### config.mk
export PLATFORM = sky130hd
export DESIGN_NAME = ebd_divider
export DESIGN_NICKNAME = d
export VERILOG_FILES = /design/src/rtl/ebd_pkg.sv /design/src/rtl/ebd_divider.sv
export VERILOG_INCLUDE_DIRS = /design/src /design/src/rtl
export SDC_FILE = /design/constraint.sdc
export NUM_CORES = 1
export LEC_CHECK = 0
export BUFFER_PORTS_ARGS = -buffer_cell sky130_fd_sc_hd__buf_4
export CAP_MARGIN = 20
export CORE_MARGIN = 10
export CORE_UTILIZATION = 60
export DETAILED_ROUTE_END_ITERATION = 6
export PLACE_DENSITY = 0.81
export SLEW_MARGIN = 20
export SYNTH_ARGS = -nofsm -noshare
export SYNTH_HDL_FRONTEND = slang
export SYNTH_SLANG_ARGS = --single-unit
export TNS_END_PERCENT = 10
### constraint.sdc
create_clock -name clk -period 4.6 [get_ports clk]
set_clock_uncertainty 0.1 [all_clocks]
set_input_delay 0.46 -clock clk [delete_from_list [all_inputs] [get_ports clk]]
set_output_delay 0.46 -clock clk [all_outputs]
set_load 0.05 [all_outputs]
### src/rtl/ebd_regs.svh
// Purpose: Offsets, fields, reset values and timing counts of the divider block
// Assumes: 50 MHz system clock
// Notes:   Included by the design and the testbench
`ifndef EBD_REGS_SVH
`define EBD_REGS_SVH
`define EBD_OFF_CTRL      4'h0
`define EBD_OFF_ACR       4'h1
`define EBD_OFF_DIVH      4'h2
`define EBD_OFF_DIVL      4'h3
`define EBD_OFF_NVR       4'h4
`define EBD_OFF_DIVHNV    4'h5
`define EBD_OFF_DIVLNV    4'h6
`define EBD_OFF_STAT      4'h7
`define EBD_OFF_LATADR    4'h8
`define EBD_OFF_LATDAT    4'h9
`define EBD_CTRL_PGM      0
`define EBD_CTRL_LAT      1
`define EBD_CTRL_REFSEL   2
`define EBD_CTRL_WAIT     3
`define EBD_CTRL_STOP     4
`define EBD_DIVH_LOCK     7
`define EBD_NV_ERASED     8'hff
`define EBD_NV_OPTION_RST 8'hf0
`define EBD_PGM_TICKS     16'd286
`define EBD_XTAL_HALF     4'd3
`endif

### src/rtl/ebd_pkg.sv
// Purpose: Types for the divider block
// Assumes: Header holds the numbers
// Notes:   One-hot sequence states
package ebd_pkg;
  typedef enum logic [3:0] {
    EBD_IDLE  = 4'b0001,
    EBD_HV    = 4'b0010,
    EBD_HOLD  = 4'b0100,
    EBD_FALL  = 4'b1000
  } ebd_seq_e;
  typedef logic [7:0] ebd_byte_t;
endpackage : ebd_pkg

### src/rtl/ebd_divider.sv
// Purpose: Timebase divider, its nonvolatile copies, option byte and stop handling
// Assumes: Plain register port, one clock, nonvolatile bytes kept as flip-flops
// Notes:   Program/erase takes a fixed count of timebase ticks
// How it works
// RQ1: After reset the option byte is copied into read-only configuration register.
// RQ2: Option byte changes only through latch, enable and timed sequence.
// RQ3: Eleven-bit divisor held in high/low pair configures the timebase divider.
// RQ4: After reset divider high and low load from their nonvolatile bytes.
// RQ5: Lock bit at 0 freezes both divider registers including itself.
// RQ6: While locked, program or erase of divider nonvolatile bytes is refused.
// RQ7: Divisor always readable; writable only when latch is 0 and lock is 1.
// RQ8: Divider counts crystal or bus clock as selected by configuration.
// RQ9: Software sets divisor to reference frequency times 35 us, rounded.
// RQ10: Software avoids programming with a wrong divisor.
// RQ11: Programmed lock 0 in nonvolatile byte reloads 0 at every reset; here every reset also sets that byte back to ff.
// RQ12: Wait mode leaves a running sequence undisturbed.
// RQ13: Software avoids stop mode during a sequence.
// RQ14: Stop with latch and enable halts, drops voltage, resumes, blocks access.
// RQ15: Stop with latch but no enable ends the sequence without resuming.
// RQ16: Stop-interrupted sequence leaves contents not guaranteed; flagged here until the next commit clears it.
// RQ17: Latch bit makes array writes captured for program or erase.
// RQ18: Enable starts high voltage only with latch set and valid capture.
// RQ19: Lock at high bit 7, divisor 10..8 low high bits, 7..0 low register.
// RQ20: One tick each time divisor reference cycles are counted, then restart.
`timescale 1ns/100ps
`include "ebd_regs.svh"
module ebd_divider (
  input  wire logic              clk,
  input  wire logic              nrst,
  input  wire logic [3:0]        regAddr,
  input  wire logic [7:0]        regWdata,
  input  wire logic              regWr,
  input  wire logic              regRd,
  output logic      [7:0]        regRdata,
  output logic                   hvOn,
  output logic                   timeTick,
  output logic                   accessBlocked
);
  import ebd_pkg::*;

  typedef struct packed {
    logic              booted;
    ebd_byte_t         acr;
    ebd_byte_t         divh;
    ebd_byte_t         divl;
    ebd_byte_t         nvOpt;
    ebd_byte_t         nvDivh;
    ebd_byte_t         nvDivl;
    logic              lat;
    logic              pgm;
    logic              refSel;
    logic              waitMode;
    logic              stopMode;
    logic              valid;
    logic [3:0]        latAdr;
    ebd_byte_t         latDat;
    ebd_seq_e          seq;
    logic [15:0]       seqCnt;
    logic [10:0]       divCnt;
    logic [3:0]        xtalCnt;
    logic              xtalEn;
    logic              tick;
    logic              corrupt;
    logic              done;
    ebd_byte_t         rdata;
  } ebd_state_s;

  ebd_state_s stReg;
  ebd_state_s stNext;

  function automatic logic nvTarget(input logic [3:0] a);
    nvTarget = (a == `EBD_OFF_NVR) || (a == `EBD_OFF_DIVHNV) || (a == `EBD_OFF_DIVLNV);
  endfunction : nvTarget

  function automatic logic divNv(input logic [3:0] a);
    divNv = (a == `EBD_OFF_DIVHNV) || (a == `EBD_OFF_DIVLNV);
  endfunction : divNv

  logic        locked;
  logic [10:0] divisor;
  assign locked  = ~stReg.divh[`EBD_DIVH_LOCK];
  assign divisor = {stReg.divh[2:0], stReg.divl};  // [RQ19]

  always_comb begin
    stNext        = stReg;
    stNext.tick   = 1'b0;
    stNext.done   = 1'b0;
    stNext.rdata  = 8'h00;
    // Reload from nonvolatile bytes once after reset release
    if (!stReg.booted) begin
      stNext.booted = 1'b1;
      stNext.acr    = stReg.nvOpt;  // [RQ1]
      stNext.divh   = stReg.nvDivh; // [RQ4] [RQ11]
      stNext.divl   = stReg.nvDivl; // [RQ4]
    end
    // Crystal reference modelled as a divided enable of the bus clock
    if (stReg.xtalCnt == `EBD_XTAL_HALF) begin
      stNext.xtalCnt = 4'h0;
      stNext.xtalEn  = 1'b1;
    end else begin
      stNext.xtalCnt = stReg.xtalCnt + 4'h1;
      stNext.xtalEn  = 1'b0;
    end
    // Divider runs on bus clock or crystal enable [RQ8]
    if (!stReg.stopMode && (stReg.refSel ? stReg.xtalEn : 1'b1)) begin
      if (stReg.divCnt + 11'd1 >= divisor) begin  // [RQ20]
        stNext.divCnt = 11'd0;
        stNext.tick   = 1'b1;
      end else begin
        stNext.divCnt = stReg.divCnt + 11'd1;
      end
    end
    // Register writes
    if (regWr) begin
      unique case (regAddr)
        `EBD_OFF_CTRL: begin
          stNext.refSel   = regWdata[`EBD_CTRL_REFSEL];
          stNext.waitMode = regWdata[`EBD_CTRL_WAIT];  // [RQ12]
          stNext.stopMode = regWdata[`EBD_CTRL_STOP];
          // Clearing both only clears the enable, giving voltage time to fall
          if (!(stReg.pgm && !regWdata[`EBD_CTRL_LAT]))
            stNext.lat = regWdata[`EBD_CTRL_LAT];  // [RQ17]
          if (!regWdata[`EBD_CTRL_PGM])
            stNext.pgm = 1'b0;
          else if (stReg.lat && stReg.valid && regWdata[`EBD_CTRL_LAT])
            stNext.pgm = 1'b1;  // [RQ18]
        end
        `EBD_OFF_DIVH: if (!locked && !stReg.lat) stNext.divh = regWdata & 8'h87;  // [RQ5] [RQ7]
        `EBD_OFF_DIVL: if (!locked && !stReg.lat) stNext.divl = regWdata;  // [RQ5] [RQ7]
        default: if (stReg.lat && nvTarget(regAddr) && !stReg.pgm) begin
          // Only a writable byte is captured, so a locked target never arms the pump
          if (!(divNv(regAddr) && locked)) begin  // [RQ6]
            stNext.valid  = 1'b1;  // [RQ2]
            stNext.latAdr = regAddr;
            stNext.latDat = regWdata;
          end
        end
      endcase
    end
    if (!stReg.lat && !stNext.lat)
      stNext.valid = 1'b0;
    // Program sequence
    unique case (stReg.seq)
      EBD_IDLE: if (stReg.pgm && stReg.valid && !stReg.stopMode) begin
        stNext.seq    = EBD_HV;
        stNext.seqCnt = 16'h0;
      end
      EBD_HV: begin
        if (stReg.stopMode) begin
          if (stReg.pgm) begin
            stNext.seq = EBD_HOLD;  // [RQ14]
          end else begin
            stNext.seq     = EBD_IDLE;  // [RQ15]
          end
          stNext.corrupt = 1'b1;  // [RQ16]
        end else if (!stReg.pgm) begin
          stNext.seq = EBD_IDLE;
        end else if (stReg.tick) begin
          if (stReg.seqCnt == `EBD_PGM_TICKS - 16'd1) begin
            stNext.seq  = EBD_FALL;
            stNext.done = 1'b1;
          end else begin
            stNext.seqCnt = stReg.seqCnt + 16'h1;
          end
        end
      end
      EBD_HOLD: if (!stReg.stopMode) stNext.seq = EBD_HV;  // [RQ14]
      EBD_FALL: begin
        // Capture is used up, so a still-set enable cannot start a second pass
        stNext.seq   = EBD_IDLE;
        stNext.valid = 1'b0;  // [RQ18]
      end
      default: stNext.seq = EBD_IDLE;
    endcase
    if (stReg.seq == EBD_HV && stReg.pgm && !stReg.stopMode && stNext.seq == EBD_HV
        && stReg.tick && stReg.seqCnt == `EBD_PGM_TICKS - 16'd1) begin
      stNext.seq = EBD_FALL;
    end
    // Timed commit: program clears bits to 0, never sets them
    if (stReg.done) begin
      unique case (stReg.latAdr)
        `EBD_OFF_NVR:    stNext.nvOpt  = stReg.nvOpt & stReg.latDat;
        `EBD_OFF_DIVHNV: stNext.nvDivh = stReg.nvDivh & stReg.latDat;
        default:         stNext.nvDivl = stReg.nvDivl & stReg.latDat;
      endcase
      stNext.corrupt = 1'b0;
    end
    // Reads; data appear the cycle after the strobe
    if (regRd) begin
      unique case (regAddr)
        `EBD_OFF_CTRL:   stNext.rdata = {3'h0, stReg.stopMode, stReg.waitMode, stReg.refSel,
                                         stReg.lat, stReg.pgm};
        `EBD_OFF_ACR:    stNext.rdata = stReg.acr;
        `EBD_OFF_DIVH:   stNext.rdata = stReg.divh;  // [RQ7]
        `EBD_OFF_DIVL:   stNext.rdata = stReg.divl;  // [RQ7]
        `EBD_OFF_NVR:    stNext.rdata = stReg.nvOpt;
        `EBD_OFF_DIVHNV: stNext.rdata = stReg.nvDivh;
        `EBD_OFF_DIVLNV: stNext.rdata = stReg.nvDivl;
        `EBD_OFF_STAT:   stNext.rdata = {4'h0, stReg.seq};
        `EBD_OFF_LATADR: stNext.rdata = {3'h0, stReg.corrupt, stReg.latAdr};
        `EBD_OFF_LATDAT: stNext.rdata = stReg.latDat;
        default:         stNext.rdata = 8'h00;
      endcase
    end
  end

  always_ff @(posedge clk or negedge nrst) begin
    if (!nrst) begin
      stReg        <= '0;
      stReg.acr    <= `EBD_NV_OPTION_RST;
      stReg.divh   <= `EBD_NV_ERASED;
      stReg.divl   <= `EBD_NV_ERASED;
      stReg.seq    <= EBD_IDLE;
      // Nonvolatile bytes lose content; every reset loads the power-up values
      stReg.nvOpt  <= `EBD_NV_OPTION_RST;
      stReg.nvDivh <= `EBD_NV_ERASED;
      stReg.nvDivl <= `EBD_NV_ERASED;
    end else begin
      stReg <= stNext;
    end
  end

  assign regRdata      = stReg.rdata;
  assign hvOn          = stReg.seq[1];
  assign timeTick      = stReg.tick;
  assign accessBlocked = stReg.seq[1] | stReg.seq[2];
endmodule : ebd_divider

# After elaboration in Yosys (flattened, before gate mapping)
# Index checks and enable logic that the tools add are counted.
[totals] register_bits=114 input_bits=16 output_inout_bits=11 elab_cells=146
[classes] n_addsub=3 order_cmp=1 eq_ne=26 mux=43 n_bitwise=8 n_reduce_logical=41
[op_table] cell="$mux W16" n=5
[op_table] cell="$pmux W8 S10" n=1
[op_table] cell="$mux W20" n=2
[op_table] cell="$mux W8" n=5
[op_table] cell="$mux W13" n=3
[op_table] cell="$pmux W16 S2" n=1
[op_table] cell="$eq A4 B3 Y1 const B" n=7
[op_table] cell="$and A8 B8 Y8" n=3
[op_table] cell="$eq A4 B2 Y1 const B" n=5
[op_table] cell="$mux W4" n=5
[op_table] cell="$mux W18" n=1
[op_table] cell="$add A16 B1 Y16 const B" n=1
[op_table] cell="$eq A16 B9 Y1 const B" n=1
[op_table] cell="$logic_and A1 B1 Y1" n=16
[op_table] cell="$mux W1" n=14
[op_table] cell="$eq A4 B4 Y1 const B" n=3
[op_table] cell="$pmux W4 S3" n=1
[op_table] cell="$add A11 B1 Y11 const B" n=1
[op_table] cell="$ge A11 B11 Y1" n=1
[op_table] cell="$mux W11" n=1
[op_table] cell="$mux W5" n=2
[op_table] cell="$ne A2 B2 Y1 const B" n=5
[op_table] cell="$reduce_and A2 Y1" n=5
[op_table] cell="$eq A4 B1 Y1 const B" n=2
[op_table] cell="17 further kinds" n=31

# Longest topological paths before layout
[depth] ltp_word=12 depth_mapped=11 depth_no_buf=10

# Worst setup path before layout
# Ideal clock, no wire load.
[synth_path] kind="register to register" start="register stReg[18] in the netlist's numbering" end="register stReg[26] in the netlist's numbering" setup_ns=0.136 arrival_time_ns=2.317 required_ns=4.364 path_slack_ns=2.047 path_stages_with_launch=10 n_path_buf=2 period_less_slack_ns=2.553 path_cell_list="dfrtp_1 -> clkbuf_1 -> nand4_1 -> or2_2 -> xnor2_1 -> ha_1 -> o2111ai_1 -> o21ai_0 -> clkbuf_1 -> o211ai_1"
[synth_via] elab_chain_cells=3
[synth_lines] item="from (decl)" line="ebd_divider.sv:68" text="ebd_state_s stReg;"
[synth_lines] item="from (signal assigned)" line="ebd_divider.sv:219" text="stReg <= stNext;"
[synth_lines] item="$add A11 B1 Y11 *" line="ebd_divider.sv:106, ebd_divider.sv:110"
[synth_lines] item="$ge A11 B11 Y1" line="ebd_divider.sv:106" text="if (stReg.divCnt + 11'd1 >= divisor) begin"
[synth_lines] item="$mux W11 *" line="ebd_divider.sv:106"
# Mark *: on every way between the ends. The rest lies on a longest branch, timed or not.
# A chain may end at the register's enable or synchronous reset.

# Worst setup path in the final report
[layout_path] start="register stReg[16] in the netlist's numbering" end="register stReg[16] in the netlist's numbering"
# Same word-level chain as after synthesis.

==> qor.yml <==
synthesis:
  synthMuxAreaShare: 0.0916
  synth.ff_latch_count: 114
  yosys_most_used_dff: "dfrtp_1"
  syn-mean-instance-area_um2: 10.1
  syn_area_um2: 6060
  netlist_instances: 598
  synth_edf_count: 0
  ys_top_cells_by_area: "dfrtp_1 30%, dfstp_2 18%, mux2_2 4.8%, nand2_1 4.0%, mux2i_1 4.0%"
  yosysWarnings: 0
  synth_xor_area_frac: 0.0159
  synthSimpleGateAreaFrac: 0.164
  yosysUniqueCellTypes: 67
  synth_top_family_by_area: "compound AO/OA/AOI/OAI gates"
  synth_top_area_share: 0.301
  synth_area_leader_cell: "dfrtp_1"
  seq_area_frac_synth: 0.479
  synth-compound-area-share: 0.169
  async_reset_ff_frac: 1.00
  syn_nets: 629
  synth_fa_ha_area_frac: 0.0326
floorplan:
  num_rows: 36
  die_y_um: 121
  fp.dieW_um: 121
  core_area_um2: 9820
  io-pin-count: 27
  initial_core_util: 0.617
  dieArea_um2: 14500
finish:
  syn_to_final_growth_pct: 14.3
  final_core_util: 0.706
  fin_area_um2: 6930
  final_cells: 761
  fin_nets: 646
  layout-drive-gt1-share: 0.223
  fill_cells: 753
  antenna_cells: 0
  layout_commonest_cell: "dfrtp_1"
  mostFrequentLayoutCells: "73 x dfrtp_1, 65 x nand2_1, 41 x o21ai_0, 41 x dfstp_2, 32 x buf_4"
power:
  internal_power_mw: 2.03
  seq_power_share: 0.408
  swShare: 0.245
  p_clk_frac: 0.506
  ir_worst_vdd_mv: 0.440
  power_mw: 2.69
  p_switching_mw: 0.658
  p_per_area_nw_per_um2: 388
  p_comb_frac: 0.086
  power.leakage_nw: 2.94
sta:
  relSlewSlack: 0.367
  drv_slew: 0
  fin_crit_sh: 0.696
  tns_ps: 0
  fmax_ghz: 0.312
  post-route-worst-setup-slack_ps: 1400
  rsz0062_at_grt: "no"
  finalCriticalPeriod_ps: 3200
  hold_violations: 0
  fin_hold_ws_ps: 49.4
  tightest_slew_ps: 945
  finalSetupViolations: 0
clock_tree:
  clkSinkCount: 114
  cts_resized: 0
  tritoncts: "yes"
  ctsRootBufferMaster: "clkbuf_8"
  cts_setup_buffers: 0
  clock_latency_ps: 530
  clockBufferDepth: 2
  cts-buffers-inserted: 17
  htree_levels: 4
  clk_pin_slew_ps: 60
place:
  place_hpwl_um: 9840
  dpl.cell_count: 728
  gp_routability_congestion: 0.910
  place_area_um2: 6310
  place_ws_ps: 1140
  numPortBuffers: 26
critical_path:
  cp_max_fo: 12
  regToRegStartpoint: "stReg[16]$_DFFE_PN0P_"
  r2r_slack_ps: 1400
  critPathArrivalTime_ps: 3470
  end_kind: "flop"
  reg2reg_depth: 8
  timing.rr.end: "stReg[16]$_DFFE_PN0P_"
  crit_required_ps: 4870
  cp-start-kind: "flop"
  crit_type: "flop to flop"
run:
  drv_cap: 0
route:
  viasPerCell: 6.21
  drtIter0Drc: 473
  vias: 4728
  drt-total-wl_um: 14600
  dr.pass1.iters: 5
  drt-wirelength-per-cell_um: 19.2
  ant_nets: 0
  drc: 0
global_route:
  grt_pass1_wl_um: 24500
  grt.overflow.total: 0
  grt_max_degree: 46
  grt_pass1_vias: 4771
  grt_usage: 0.212
  antenna_found_initial: 0
status:
  status: "finished, final reports clean"
hold_path:
  hold_path_end: "divisor[6]$_DFF_PN1_"
  holdPathStages: 3
  hold_path_class: "input port to flop"
  worstHoldStart: "regWdata[6]"
-- registers in the layout, summed over array words and instances, names as in the netlist --
name / count
hvOn: 1
regRdata: 8
divisor: 11
timeTick: 1
stReg: 93
-- timing repair --
action | 4_1_cts | 5_1_grt
hold buffers | 1 | 0
setup endpoints to repair | 0 | 0
endpoints found under the hold margin | 27 | 0
-- logic make-up (layout without fill, tap and decap cells) --
logic type	count (synthesis)	count (layout)
and+or+nand+nor	190	190
AOI/OAI and AO/OA	153	153
DFF	114	114
buffers and inverters	62	92
muxes	51	51
adders and majority gates	16	16
xor gates and xnor gates	11	11
other	1	1
-- critical path: stages (launching register included) --
cell       delay, ps
dfrtp_1          450
ha_1             310
nand3_1          120
nor3_1           380
xor2_1           140
ha_1             340
o2111ai_1        270
o21ai_1          690
o21ai_0          250
-- Yosys cell counts (3+ instances only) --
library cell	n
o31ai_1	6
or4_1	6
or3_1	4
ha_1	15
mux2i_1	24
mux2_2	26
o211ai_1	13
or2_2	4
nand3_1	22
buf_4	8
nand2_1	65
o21ai_0	42
and2_1	3
a21oi_1	24
clkbuf_1	20
nor2_1	30
dfstp_2	41
inv_1	27
dfrtp_1	73
a22o_1	3
nor3b_1	3
nand2b_1	9
nor4_1	4
nor3_1	5
nand4_1	3
a22oi_1	9
a21o_1	3
and4_1	4
xor2_1	4
xnor2_1	7
and3_1	8
nor2b_1	10
a32oi_1	4
buf_2	4
o21a_1	26
-- power by group through the flow --
stage               Sequential (mW)  Combinational, mW  Clock [mW]
floorplan                      1.11              0.136           0
global placement               1.11              0.214           0
detailed placement             1.11              0.223           0
CTS                            1.09              0.230        1.38
global route                   1.10              0.252        1.43
finish                         1.10              0.231        1.36
-- cell type report --
type                            count  area, µm²  area share
Tap cell                          133        166      0.0240
Clock inverter                     10        156      0.0226
Timing Repair Buffer               33        250      0.0361
Sequential cell                   114       2900       0.419
Clock buffer                       22        453      0.0654
Inverter                           27        101      0.0146
Multi-Input combinational cell    422       2900       0.418
-- worst max path at each step --
stage / to / slack (ps) / from / depth (start not counted)
floorplan: stReg[26]$_DFFE_PN0P_ / 2050 / stReg[18]$_DFFE_PN0P_ / 9
global placement: stReg[22]$_DFFE_PN0P_ / 1450 / stReg[16]$_DFFE_PN0P_ / 8
detailed placement: stReg[16]$_DFFE_PN0P_ / 1140 / stReg[16]$_DFFE_PN0P_ / 8
CTS: stReg[16]$_DFFE_PN0P_ / 1090 / stReg[16]$_DFFE_PN0P_ / 8
global route: stReg[21]$_DFFE_PN0P_ / 1100 / stReg[16]$_DFFE_PN0P_ / 8
finish: stReg[16]$_DFFE_PN0P_ / 1400 / stReg[16]$_DFFE_PN0P_ / 8
-- metal layers --
| metal | global-route usage | wire [µm] | vias up |
|---|---|---|---|
| met4 | 0.0890 | 324 | 0 |
| met5 | 0 | 0 | - |
| met2 | 0.342 | 7130 | 168 |
| met3 | 0.0586 | 914 | 42 |
| li1 | - | - | 2188 |
| met1 | 0.262 | 6210 | 2330 |
Power figures use the tool's default switching activity.
